`config.mk`:
```
export PLATFORM = sky130hd
export DESIGN_NAME = pecint_top
export DESIGN_NICKNAME = d
export VERILOG_FILES = /design/src/pecint_top_dummy_note_none.sv /design/src/pecint_pkg.sv /design/src/pecint_top.sv
export SDC_FILE = /design/constraint.sdc
export NUM_CORES = 1
export LEC_CHECK = 0
export ABC_AREA = 1
export BUFFER_PORTS_ARGS = -buffer_cell sky130_fd_sc_hd__buf_2
export CAP_MARGIN = 20
export CORE_ASPECT_RATIO = 0.9
export CORE_UTILIZATION = 30
export DETAILED_ROUTE_END_ITERATION = 10
export PLACE_DENSITY = 0.61
export SLEW_MARGIN = 20
export SYNTH_ARGS = -nofsm -noshare
export SYNTH_HDL_FRONTEND = slang
export SYNTH_SLANG_ARGS = --single-unit
```
`constraint.sdc`:
```
create_clock -name sys_clk -period 1.3 [get_ports sys_clk]
set_input_delay 0.26 -clock sys_clk [delete_from_list [all_inputs] [get_ports sys_clk]]
set_output_delay 0.26 -clock sys_clk [all_outputs]
set_load 0.05 [all_outputs]
```
`src/pecint_top_dummy_note_none.sv`:
```
// Holds no logic: the whole block sits in pecint_top.sv

```
`src/pecint_pkg.sv`:
```
// Constants, register map and carrier types of the pin edge change block
package pecint_pkg;

  // ********************************************************************
  // Register map (byte addresses on the Avalon-MM slave)
  // ********************************************************************
  localparam logic [4:0] OFS_A_RISE = 5'h00;
  localparam logic [4:0] OFS_A_FALL = 5'h04;
  localparam logic [4:0] OFS_A_FLAGS = 5'h08;
  localparam logic [4:0] OFS_B_RISE = 5'h0C;
  localparam logic [4:0] OFS_B_FALL = 5'h10;
  localparam logic [4:0] OFS_B_FLAGS = 5'h14;
  localparam logic [4:0] OFS_CTRL = 5'h18;

  // ********************************************************************
  // Field layout and reset values
  // ********************************************************************
  localparam logic [7:0] A_PIN_MASK = 8'h3B;
  localparam logic [7:0] B_PIN_MASK = 8'hF0;
  localparam logic [1:0][7:0] PIN_MASK = {B_PIN_MASK, A_PIN_MASK};
  localparam logic [7:0] RST_BYTE = 8'h00;
  localparam int CTRL_MASTER_BIT = 4;
  localparam int CTRL_SUMMARY_BIT = 0;
  localparam int PRIME_DEPTH = 3;

  // Register field selector
  typedef enum logic [1:0] {
    FLD_RISE = 2'b00,
    FLD_FALL = 2'b01,
    FLD_FLAGS = 2'b10,
    FLD_CTRL = 2'b11
  } pecint_field_t;

  // Decoded bus address
  typedef struct packed {
    logic valid;
    logic port;
    pecint_field_t field;
  } pecint_sel_t;

  // Per-port register set
  typedef struct packed {
    logic [7:0] rise;
    logic [7:0] fall;
    logic [7:0] flags;
  } pecint_port_t;

  localparam pecint_port_t PORT_RST = '{RST_BYTE, RST_BYTE, RST_BYTE};

endpackage : pecint_pkg

```
`src/pecint_top.sv`:
```
// Pin edge change detector with Avalon-MM register slave
//
// How it works
// - Edge detection on implemented pins of both ports, any pin combination.
// - Interrupt raised only with master enable; flags still set without it.
// - Per-pin rising detector, active only while its rise enable bit set.
// - Per-pin falling detector, active only while its fall enable bit set.
// - Both enables set means both edge directions are detected together.
// - Enabled edge sets the pin flag, requests interrupt under master enable.
// - Summary flag is the OR of every flag of both ports.
// - Software clears a flag by writing zero; otherwise it stays set.
// - Edge during the clearing write leaves the flag set afterward.
// - Enabled pin change wakes the device from sleep under master enable.
// - Flag updated no later than the wake request during sleep.
// - Port A rise enable: bits 5-3 and 1-0 writable, others read zero.
// - Port A fall enable uses the same implemented bits, reset zero.
// - Port A flags: bits 5-3, 1-0, hardware set, software clear.
// - Port A pins zero and one detect only with input buffers enabled.
// - Port B supports bits 7-4 only; bits 3-0 read zero.
`timescale 1ns/1ps

module pecint_top (
  // Clock and reset
  input wire logic sys_clk,
  input wire logic rst_b,
  // Avalon-MM slave
  input wire logic [4:0] avs_address,
  input wire logic avs_read,
  input wire logic avs_write,
  input wire logic [3:0] avs_byteenable,
  input wire logic [31:0] avs_writedata,
  output logic [31:0] avs_readdata,
  output logic avs_waitrequest,
  // Port pins, asynchronous
  input wire logic [7:0] port_a_pins,
  input wire logic [7:0] port_b_pins,
  // Same-clock status from the core
  input wire logic [1:0] port_a_buf_en,
  input wire logic sleep_mode,
  // Event outputs
  output logic change_irq,
  output logic change_summary_flag,
  output logic wake_req
);

  // ********************************************************************
  // Functions
  // ********************************************************************

  // Address decoder, shared by the write path and the read mux
  function automatic pecint_pkg::pecint_sel_t decode(input logic [4:0] a);
    pecint_pkg::pecint_sel_t s;
    s = '{1'b1, 1'b0, pecint_pkg::FLD_CTRL};
    unique case (a)
      pecint_pkg::OFS_A_RISE: s = '{1'b1, 1'b0, pecint_pkg::FLD_RISE};
      pecint_pkg::OFS_A_FALL: s = '{1'b1, 1'b0, pecint_pkg::FLD_FALL};
      pecint_pkg::OFS_A_FLAGS: s = '{1'b1, 1'b0, pecint_pkg::FLD_FLAGS};
      pecint_pkg::OFS_B_RISE: s = '{1'b1, 1'b1, pecint_pkg::FLD_RISE};
      pecint_pkg::OFS_B_FALL: s = '{1'b1, 1'b1, pecint_pkg::FLD_FALL};
      pecint_pkg::OFS_B_FLAGS: s = '{1'b1, 1'b1, pecint_pkg::FLD_FLAGS};
      pecint_pkg::OFS_CTRL: s = '{1'b1, 1'b0, pecint_pkg::FLD_CTRL};
      default: s = '{1'b0, 1'b0, pecint_pkg::FLD_CTRL};
    endcase
    return s;
  endfunction : decode

  // Qualified transition: new level high, old level low, enabled, usable
  function automatic logic [7:0] edge_of(input logic [7:0] now_v,
                                         input logic [7:0] old_v,
                                         input logic [7:0] en,
                                         input logic [7:0] mask);
    return now_v & ~old_v & en & mask;
  endfunction : edge_of

  // ********************************************************************
  // Declarations
  // ********************************************************************
  logic [1:0][7:0] pin_meta_ff;
  logic [1:0][7:0] pin_sync_ff;
  logic [1:0][7:0] pin_prev_ff;
  logic [pecint_pkg::PRIME_DEPTH-1:0] prime_ff;
  logic armed;
  logic [1:0][7:0] det_mask;
  logic [1:0][7:0] rise_ev;
  logic [1:0][7:0] fall_ev;
  logic [1:0][7:0] any_ev;
  pecint_pkg::pecint_port_t [1:0] port_ff;
  logic master_ff;
  logic wake_ff;
  logic ack_ff;
  logic [31:0] rdata_ff;
  logic [31:0] nxt_rdata;
  logic bus_req;
  logic wr_go;
  pecint_pkg::pecint_sel_t sel;

  // ********************************************************************
  // Pin synchronisers and edge detection
  // ********************************************************************

  // Two flops per pin; the third keeps the previous settled sample
  always_ff @(posedge sys_clk) begin
    if (!rst_b) begin
      pin_meta_ff <= '0;
      pin_sync_ff <= '0;
      pin_prev_ff <= '0;
    end else begin
      pin_meta_ff <= {port_b_pins, port_a_pins};
      pin_sync_ff <= pin_meta_ff;
      pin_prev_ff <= pin_sync_ff;
    end
  end

  // Blocks detection until the pipeline holds real pin samples, so a pin
  // that is high at reset does not fake a rising edge
  always_ff @(posedge sys_clk) begin
    if (!rst_b) begin
      prime_ff <= '0;
    end else begin
      prime_ff <= {prime_ff[pecint_pkg::PRIME_DEPTH-2:0], 1'b1};
    end
  end

  assign armed = prime_ff[pecint_pkg::PRIME_DEPTH-1];

  // Pins zero and one of port A have no input buffer while USB owns them
  assign det_mask[0] = pecint_pkg::PIN_MASK[0]
                       & {6'h3F, port_a_buf_en};
  assign det_mask[1] = pecint_pkg::PIN_MASK[1];

  // Independent rise and fall detectors per pin; both may be enabled
  always_comb begin
    for (int p = 0; p < 2; p++) begin
      rise_ev[p] = armed ? edge_of(pin_sync_ff[p], pin_prev_ff[p],
                                   port_ff[p].rise, det_mask[p])
                         : 8'h00;
      fall_ev[p] = armed ? edge_of(pin_prev_ff[p], pin_sync_ff[p],
                                   port_ff[p].fall, det_mask[p])
                         : 8'h00;
      any_ev[p] = rise_ev[p] | fall_ev[p];
    end
  end

  // ********************************************************************
  // Avalon-MM slave
  // ********************************************************************

  // One wait cycle on every access; read data is latched in that cycle
  assign bus_req = avs_read | avs_write;
  assign avs_waitrequest = bus_req & ~ack_ff;
  assign wr_go = avs_write & ~avs_waitrequest & avs_byteenable[0];
  assign sel = decode(avs_address);

  always_ff @(posedge sys_clk) begin
    if (!rst_b) begin
      ack_ff <= 1'b0;
    end else begin
      ack_ff <= bus_req & ~ack_ff;
    end
  end

  // Read mux; unmapped offsets and unimplemented bits read as zero
  always_comb begin
    nxt_rdata = 32'h0000_0000;
    if (sel.valid) begin
      unique case (sel.field)
        pecint_pkg::FLD_RISE: nxt_rdata[7:0] = port_ff[sel.port].rise;
        pecint_pkg::FLD_FALL: nxt_rdata[7:0] = port_ff[sel.port].fall;
        pecint_pkg::FLD_FLAGS: nxt_rdata[7:0] = port_ff[sel.port].flags;
        pecint_pkg::FLD_CTRL: begin
          nxt_rdata[pecint_pkg::CTRL_MASTER_BIT] = master_ff;
          nxt_rdata[pecint_pkg::CTRL_SUMMARY_BIT] = change_summary_flag;
        end
      endcase
    end
  end

  always_ff @(posedge sys_clk) begin
    if (!rst_b) begin
      rdata_ff <= 32'h0000_0000;
    end else if (avs_read && avs_waitrequest) begin
      rdata_ff <= nxt_rdata;
    end
  end

  assign avs_readdata = rdata_ff;

  // ********************************************************************
  // Registers
  // ********************************************************************

  // Enables and sticky flags share one process because they sit in one
  // packed register set; unimplemented bits never store. A written zero
  // clears a flag, but a new edge in the same cycle wins
  always_ff @(posedge sys_clk) begin
    if (!rst_b) begin
      port_ff <= {pecint_pkg::PORT_RST, pecint_pkg::PORT_RST};
    end else begin
      if (wr_go && sel.valid && sel.field == pecint_pkg::FLD_RISE) begin
        port_ff[sel.port].rise <= avs_writedata[7:0]
                                  & pecint_pkg::PIN_MASK[sel.port];
      end
      if (wr_go && sel.valid && sel.field == pecint_pkg::FLD_FALL) begin
        port_ff[sel.port].fall <= avs_writedata[7:0]
                                  & pecint_pkg::PIN_MASK[sel.port];
      end
      for (int p = 0; p < 2; p++) begin
        if (wr_go && sel.valid && sel.field == pecint_pkg::FLD_FLAGS
            && sel.port == p[0]) begin
          port_ff[p].flags <= ((port_ff[p].flags & avs_writedata[7:0])
                               | any_ev[p])
                              & pecint_pkg::PIN_MASK[p];
        end else begin
          port_ff[p].flags <= (port_ff[p].flags | any_ev[p])
                              & pecint_pkg::PIN_MASK[p];
        end
      end
    end
  end

  // Master enable in the control register
  always_ff @(posedge sys_clk) begin
    if (!rst_b) begin
      master_ff <= 1'b0;
    end else if (wr_go && sel.valid && sel.field == pecint_pkg::FLD_CTRL) begin
      master_ff <= avs_writedata[pecint_pkg::CTRL_MASTER_BIT];
    end
  end

  // ********************************************************************
  // Summary, interrupt and wake
  // ********************************************************************

  // Both are gates over flops, so they glitch-free follow the registers
  assign change_summary_flag = |{port_ff[1].flags, port_ff[0].flags};
  assign change_irq = master_ff & change_summary_flag;

  // Wake pulse rises on the same edge that sets the flag, so the flag
  // is already visible when the core resumes
  always_ff @(posedge sys_clk) begin
    if (!rst_b) begin
      wake_ff <= 1'b0;
    end else begin
      wake_ff <= sleep_mode & master_ff & (|any_ev);
    end
  end

  assign wake_req = wake_ff;
endmodule : pecint_top

```
==> impl_results.md, run 1 <==
- Kind of start point of the critical path: flop
- P_leak: 2.600 nW
- Synthesis-to-layout area growth: 44.39%
- DR WL met2: 4708 microns
- WL met3: 603 microns
- Final Core Density: 44.67%
- Initial Util: 30.93%
- Crit Path Category: reg -> out
- Largest family of logic cells by synthesized area: simple AND/OR/NAND/NOR gates
- Ys Warns: 0
- Via/cell ratio: 4.444
- Clock root cell: clkbuf_16
- Avg WL per Cell: 13.70 microns
- Top Layer Used: met4
- Unrepaired setup endpoints after global routing: yes
- Tot Pwr: 5.883 mW
- FF+latch count, synth: 78
- Total wire length: 10300 microns
- Period utilisation layout: 113.7%
- Vias in the first global route: 2993
- Die Span Y: 105.4 microns
- Port bufs: 40
- Clock Sink Count: 78
- Worst slack at placement: -0.3816 ns
- Longest Clk Path Bufs: 2
- Worst Setup End Kind: primary output
- Post-synthesis mux area share: 0%
- Core area: 11530 sq um
- # diodes: 0
- Peak supply drop: 0.8698 mV
- Initial antenna violation count: 0
- Post-synth top area cell: dfxtp_1
- Fraction of layout cells with a size suffix above 1: 37.08%
- DRC viols: 0
- H-tree depth: 3
- Final Setup Violations: 14
- Total negative setup slack: -0.7007 ns
- Vias: 3342
- Crit path max fanout: 3
- Seq/Total Area, Yosys: 43.79%
- Antenna-violating nets left: 0
- Synth Area in Compound Gates: 10.21%
- Initial DRC count: 174
- DP Wirelength: 6845 microns
- Yosys top cell area share: 43.79%
- Hold crit path type: in -> reg
- Met1 wire length: 4909 microns
- All-Layer GR Usage: 16.10%
- Post-synthesis adder-cell area fraction: 0%
- I/O pins: 100
- Final Hold Fails: 0
- Grt total ovfl: 0
- Failing checks: negative setup slack
- Simple-gate share of the synthesized area: 29.51%
- Clock Latency Late Sink: 0.33 ns
- Hold buffers post-CTS: 0
- Setup Skew: 0.004347 ns
- Outcome: finished with violations
- Area after DPL: 4080 sq um
- Row count: 37
- Top cells by area, synth: dfxtp_1 44%, nand2_1 13%, inv_1 8.3%
- Slack of the critical path: -0.1787 ns
- Global-route wire length before repair: 14900 microns
- Post-route minimum period: 1.479 ns
- Final Cell Area: 5149 sq um
- Clock-pin slew on the worst setup and hold paths: 0.06 ns
- TritonCTS buffer count: 9
- DIE AREA: 12330 sq um
- Maxcap violations: 0
- Fmax: 676.3 MHz
- Xor/xnor share of the synthesized area: 0%
- Worst path arrival time: 1.22 ns
- Unique cell type count in the Yosys netlist: 31
- Syn_area_per_cell: 7.263 sq um
- Net count, final: 655
- Post-synthesis cell area: 3566 sq um
- CP Data Required Time: 1.04 ns
- Pins over their slew limit: 0
- CTS tree: yes
- Synth Instances: 491
- Chip width: 116.9 microns
- Pin count of the biggest net entering global routing: 45
- GP Congestion: 0.8718
- Power Dens Cells: 1143 nW/um^2
- Pre-Repair DR Iteration Count: 7
==> routing by layer <==
metal | vias up | track usage, %
met2 | 108 | 24.60
met3 | 10 | 3.968
met5 | - | 0
li1 | 1689 | -
met4 | 0 | 4.340
met1 | 1535 | 22.36
==> synthesized netlist by cell type, drive strengths merged <==
cell type  instances
or2                1
a21o               2
o21ai             36
nor3               1
nand4             11
a211oi             4
nand3b             4
nand3             36
nand2            126
dfxtp             78
clkbuf             8
buf               30
inv               85
conb               1
nor2              43
o21bai             1
a21oi             24
==> stage by stage <==
| stage | hold slack, ns | std cells |
|---|---|---|
| finish | 0.1014 | 752 |
| global route | 0.1004 | 752 |
| CTS | 0.09059 | 724 |
| detailed placement | 0.3973 | 705 |
| global placement | 0.3932 | 705 |
| floorplan | 0.2877 | 514 |
==> layout by cell type (no fill, tap or decap), types with 2 or more instances in the layout <==
cell type	count
nand2_1	114
inv_1	73
dfxtp_1	71
buf_4	46
buf_2	33
conb_1	24
nor2_1	18
nand3_1	17
a21oi_1	16
nor2_4	15
buf_6	14
nand3_2	13
o21ai_0	12
o21ai_2	12
o21ai_1	11
nand4_1	11
nor2_2	9
nand3_4	9
clkbuf_16	9
a21oi_2	8
nand2_2	7
inv_2	7
dfxtp_2	6
inv_4	4
nand3b_1	4
buf_12	4
nand2_4	3
a211oi_2	3
nor2_8	2
nand2_8	2
a21o_1	2
bufinv_16	2
clkinv_4	2
buf_8	2
==> report_power, final <==
part | switching, mW | total [mW] | internal, mW
combinational | 0.461 | 0.678 | 0.217
clock | 1.05 | 2.75 | 1.70
sequential | 0.0220 | 2.45 | 2.43
total | 1.54 | 5.88 | 4.35
==> state kept, by name (all words and copies together) (netlist names) <==
signal        cells
ack_ff            1
avs_readdata      8
master_ff         1
pin_meta_ff       9
pin_prev_ff       9
pin_sync_ff       9
port_ff          37
prime_ff          3
wake_req          1
==> path summary, 6_finish.rpt <==
check	slack, ns	cells after the start	to	start
max	-0.18	5	change_irq	port_ff[1]
min	0.10	3	pin_meta_ff[5]	port_a_pins[5]
max reg2reg	-0.09	8	port_ff[9]	ack_ff
min reg2reg	0.41	2	prime_ff[2]	prime_ff[1]
==> critical path, cell delays in order, from the launching register on <==
cell	delay (ns)
dfxtp_2	0.34
nor2_2	0.12
nand3_2	0.09
nor2_4	0.14
nor2_2	0.05
buf_6	0.15
==> layout make-up <==
| type | instances | area, sq um |
|---|---|---|
| repair buffers | 100 | 785.8 |
| clock buffers | 10 | 229.0 |
| well taps | 156 | 195.2 |
| multi-input cells | 317 | 1931 |
| flip-flops and latches | 78 | 1573 |
| clock inverters | 6 | 93.84 |
| fillers | 1162 | 6379 |
| inverters | 85 | 341.6 |
==> cell families (layout without fill, tap and decap cells) <==
group / count (synthesis) / count (layout)
flip-flops: 78 / 78
AND/OR/NAND/NOR: 222 / 226
other: 1 / 24
AO/OA/AOI/OAI: 67 / 67
buffers and inverters: 123 / 201
==> what timing repair did <==
action,in CTS,in global routing
pin swaps,7,44
endpoints found under the setup margin,38,39
buffers inserted,3,23
resized for setup,21,116
cloned,0,5
(Power assumes the default switching activity.)
==> run 2, diff against run 1 <==
--- a/config.mk
+++ b/config.mk
@@ -9,9 +9,9 @@
 export BUFFER_PORTS_ARGS = -buffer_cell sky130_fd_sc_hd__buf_2
 export CAP_MARGIN = 20
 export CORE_ASPECT_RATIO = 0.9
-export CORE_UTILIZATION = 30
+export CORE_UTILIZATION = 47
 export DETAILED_ROUTE_END_ITERATION = 10
-export PLACE_DENSITY = 0.61
+export PLACE_DENSITY = 0.84
 export SLEW_MARGIN = 20
 export SYNTH_ARGS = -nofsm -noshare
 export SYNTH_HDL_FRONTEND = slang
==> constraint.sdc (replaced) <==
create_clock -name sys_clk -period 1.3 [get_ports sys_clk]
set_input_delay 0.195 -clock sys_clk [delete_from_list [all_inputs] [get_ports sys_clk]]
set_output_delay 0.195 -clock sys_clk [all_outputs]
set_load 0.05 [all_outputs]
==> run 2 against run 1 <==
  * The run still ends with negative setup slack left
  * Sequential power about the same
  * Final cell count shrank 11%
  * Power decreased by 13%
  * Non-clock buffer count shrank 20
  * Maximum frequency decreased by 1.5%
  * Count of clock-buffer cells in the layout did not move
  * First-iteration DRC count is 110% higher
  * Via count is 3.0% higher
  * Sequential share of layout area increased by 3.5 points
  * Global-route usage is 6.9 points higher
  * Sequential cell count did not move
  * Register-to-register slack worse by 0.05 ns
  * Critical path type unchanged
  * Critical endpoint unchanged
==> impl_results.md, run 2 (synthesis gave the netlist of run 1 again) <==
- Clock Sink Count: 78
- Grt total ovfl: 0
- Worst slack at placement: -0.3613 ns
- Synthesis-to-layout area growth: 29.05%
- Top delay family on crit path: flip-flops
- R2r startpoint: ack_ff
- Area after DPL: 3968 sq um
- Antenna-violating nets left: 0
- Die Span Y: 84.64 microns
- H-tree depth: 3
- Commonest non-fill, non-tap cell in the layout: nand2_1
- Unrepaired setup endpoints after global routing: yes
- Peak supply drop: 1.059 mV
- Final Cell Area: 4602 sq um
- Endpoint, Worst Hold: pin_meta_ff[5]
- Clock Latency Late Sink: 0.35 ns
- DRC viols: 0
- CTS tree: yes
- Reg-to-reg endpoint: port_ff[5]
- Vias: 3443
- Total negative setup slack: -2.375 ns
- CP Data Required Time: 1.11 ns
- Pins over their slew limit: 0
- Clock root cell: clkbuf_8
- Reg2reg setup slack: -0.14 ns
- Hold path startpoint: port_a_pins[5]
- Longest Clk Path Bufs: 2
- CP max stage cell: dfxtp_1
- Worst Setup End Kind: primary output
- Cell depth of the worst flop-to-flop path: 8
- TritonCTS buffer count: 9
- Total wire length: 9483 microns
- Crit-path cells: nor2_2, nand3_1, nor2_1, buf_4, nor2_2, buf_6
- Post-route minimum period: 1.501 ns
- Pre-Repair DR Iteration Count: 5
- DP Wirelength: 6184 microns
- Period utilisation layout: 115.5%
- Initial DRC count: 358
- Commonest non-fill, non-tap cells in the layout: 121 x nand2_1, 74 x inv_1, 74 x dfxtp_1, 37 x buf_2, 27 x buf_4
- I/O pins: 100
- WHS Path Cells: 3
- Pin count of the biggest net entering global routing: 33
- Crit path max fanout: 3
- Final Hold Fails: 0
- Fmax: 666.3 MHz
- Most used cell, CP: nor2_2
- GP Congestion: 0.9074
- Fin cells: 667
- Net count, final: 633
- All-Layer GR Usage: 22.97%
- Worst path arrival time: 1.31 ns
- Power Dens Cells: 1112 nW/um^2
- Hold crit path type: in -> reg
- Vias in the first global route: 3084
- P_leak: 2.384 nW
- Final Setup Violations: 31
- Clock-pin slew on the worst setup and hold paths: 0.08 ns
- Slack of the critical path: -0.2009 ns
- Global-route wire length before repair: 14160 microns
- # diodes: 0
- Avg WL per Cell: 14.22 microns
- Failing checks: negative setup slack
- Outcome: finished with violations
- Hold buffers post-CTS: 0
- Worst hold slack: 0.01653 ns
- Setup Skew: 0.009269 ns
- Placed Cells: 636
- DIE AREA: 7940 sq um
- Kind of start point of the critical path: flop
- Fill count: 629
- Final Core Density: 64.05%
- Port bufs: 40
- Row count: 29
- Maxcap violations: 0
- Tot Pwr: 5.118 mW
- Crit Path Category: reg -> out
- Largest register FFs: 37
- Most flops, register: port_ff
- Initial antenna violation count: 0
- Fraction of layout cells with a size suffix above 1: 29.97%
- Worst path max stage delay: 0.40 ns
- Initial Util: 49.63%
- Via/cell ratio: 5.162
- Core area: 7184 sq um
- Chip width: 93.82 microns
- Buf/Inv on CP: 2
-- run 2: how the worst max path moves through the flow --
stage | cells past startpoint | slack, ns | endpoint | from
CTS | 6 | -0.18 | change_irq | port_ff[28]
global placement | 9 | -0.28 | port_ff[9] | avs_address[3]
global route | 6 | -0.24 | change_irq | port_ff[28]
detailed placement | 9 | -0.36 | port_ff[11] | avs_address[3]
floorplan | 7 | -0.01 | avs_readdata[4] | ack_ff
finish | 6 | -0.20 | change_irq | port_ff[5]
-- run 2: final cells by class --
cell class,instances,area (sq um),share of cell area (%)
clock inverter,6,92.59,2.012
multi-input combinational,315,1757,38.17
tap,93,116.4,2.529
clock buffer,10,137.6,2.991
timing repair buffer,80,598.1,13.00
inverter,85,334.1,7.259
sequential,78,1567,34.04
-- run 2: repair_timing --
item	in CTS	in global routing
cloned	0	2
setup endpoints to repair	35	37
endpoints found under the hold margin	0	0
pin swaps	11	7
resized for setup	33	56
setup buffers	6	7
-- run 2: worst reg2reg max path: cells and delay by family (launching register included) --
family / cells / cell delay [ns]
DFF: 1 / 0.34
buffers and inverters: 2 / 0.19
and+or+nand+nor: 5 / 0.61
AOI/OAI and AO/OA: 1 / 0.21
-- run 2: power by group --
group / leakage (nW) / internal (mW) / switching [mW] / total [mW]
logic: 1.64 / 0.170 / 0.421 / 0.591
registers: 0.636 / 2.43 / 0.0239 / 2.46
clock network: 0.110 / 1.15 / 0.925 / 2.07
-- run 2: layer usage --
| layer | global-route usage (%) | part of all wire, % | vias up | wire length [microns] |
|---|---|---|---|---|
| met5 | 0 | 0 | - | 0 |
| met4 | 7.133 | 2.8 | 0 | 263 |
| met3 | 5.616 | 10 | 39 | 960 |
| met2 | 39.22 | 49 | 210 | 4621 |
| met1 | 28.36 | 38 | 1555 | 3638 |
| li1 | - | - | 1639 | - |
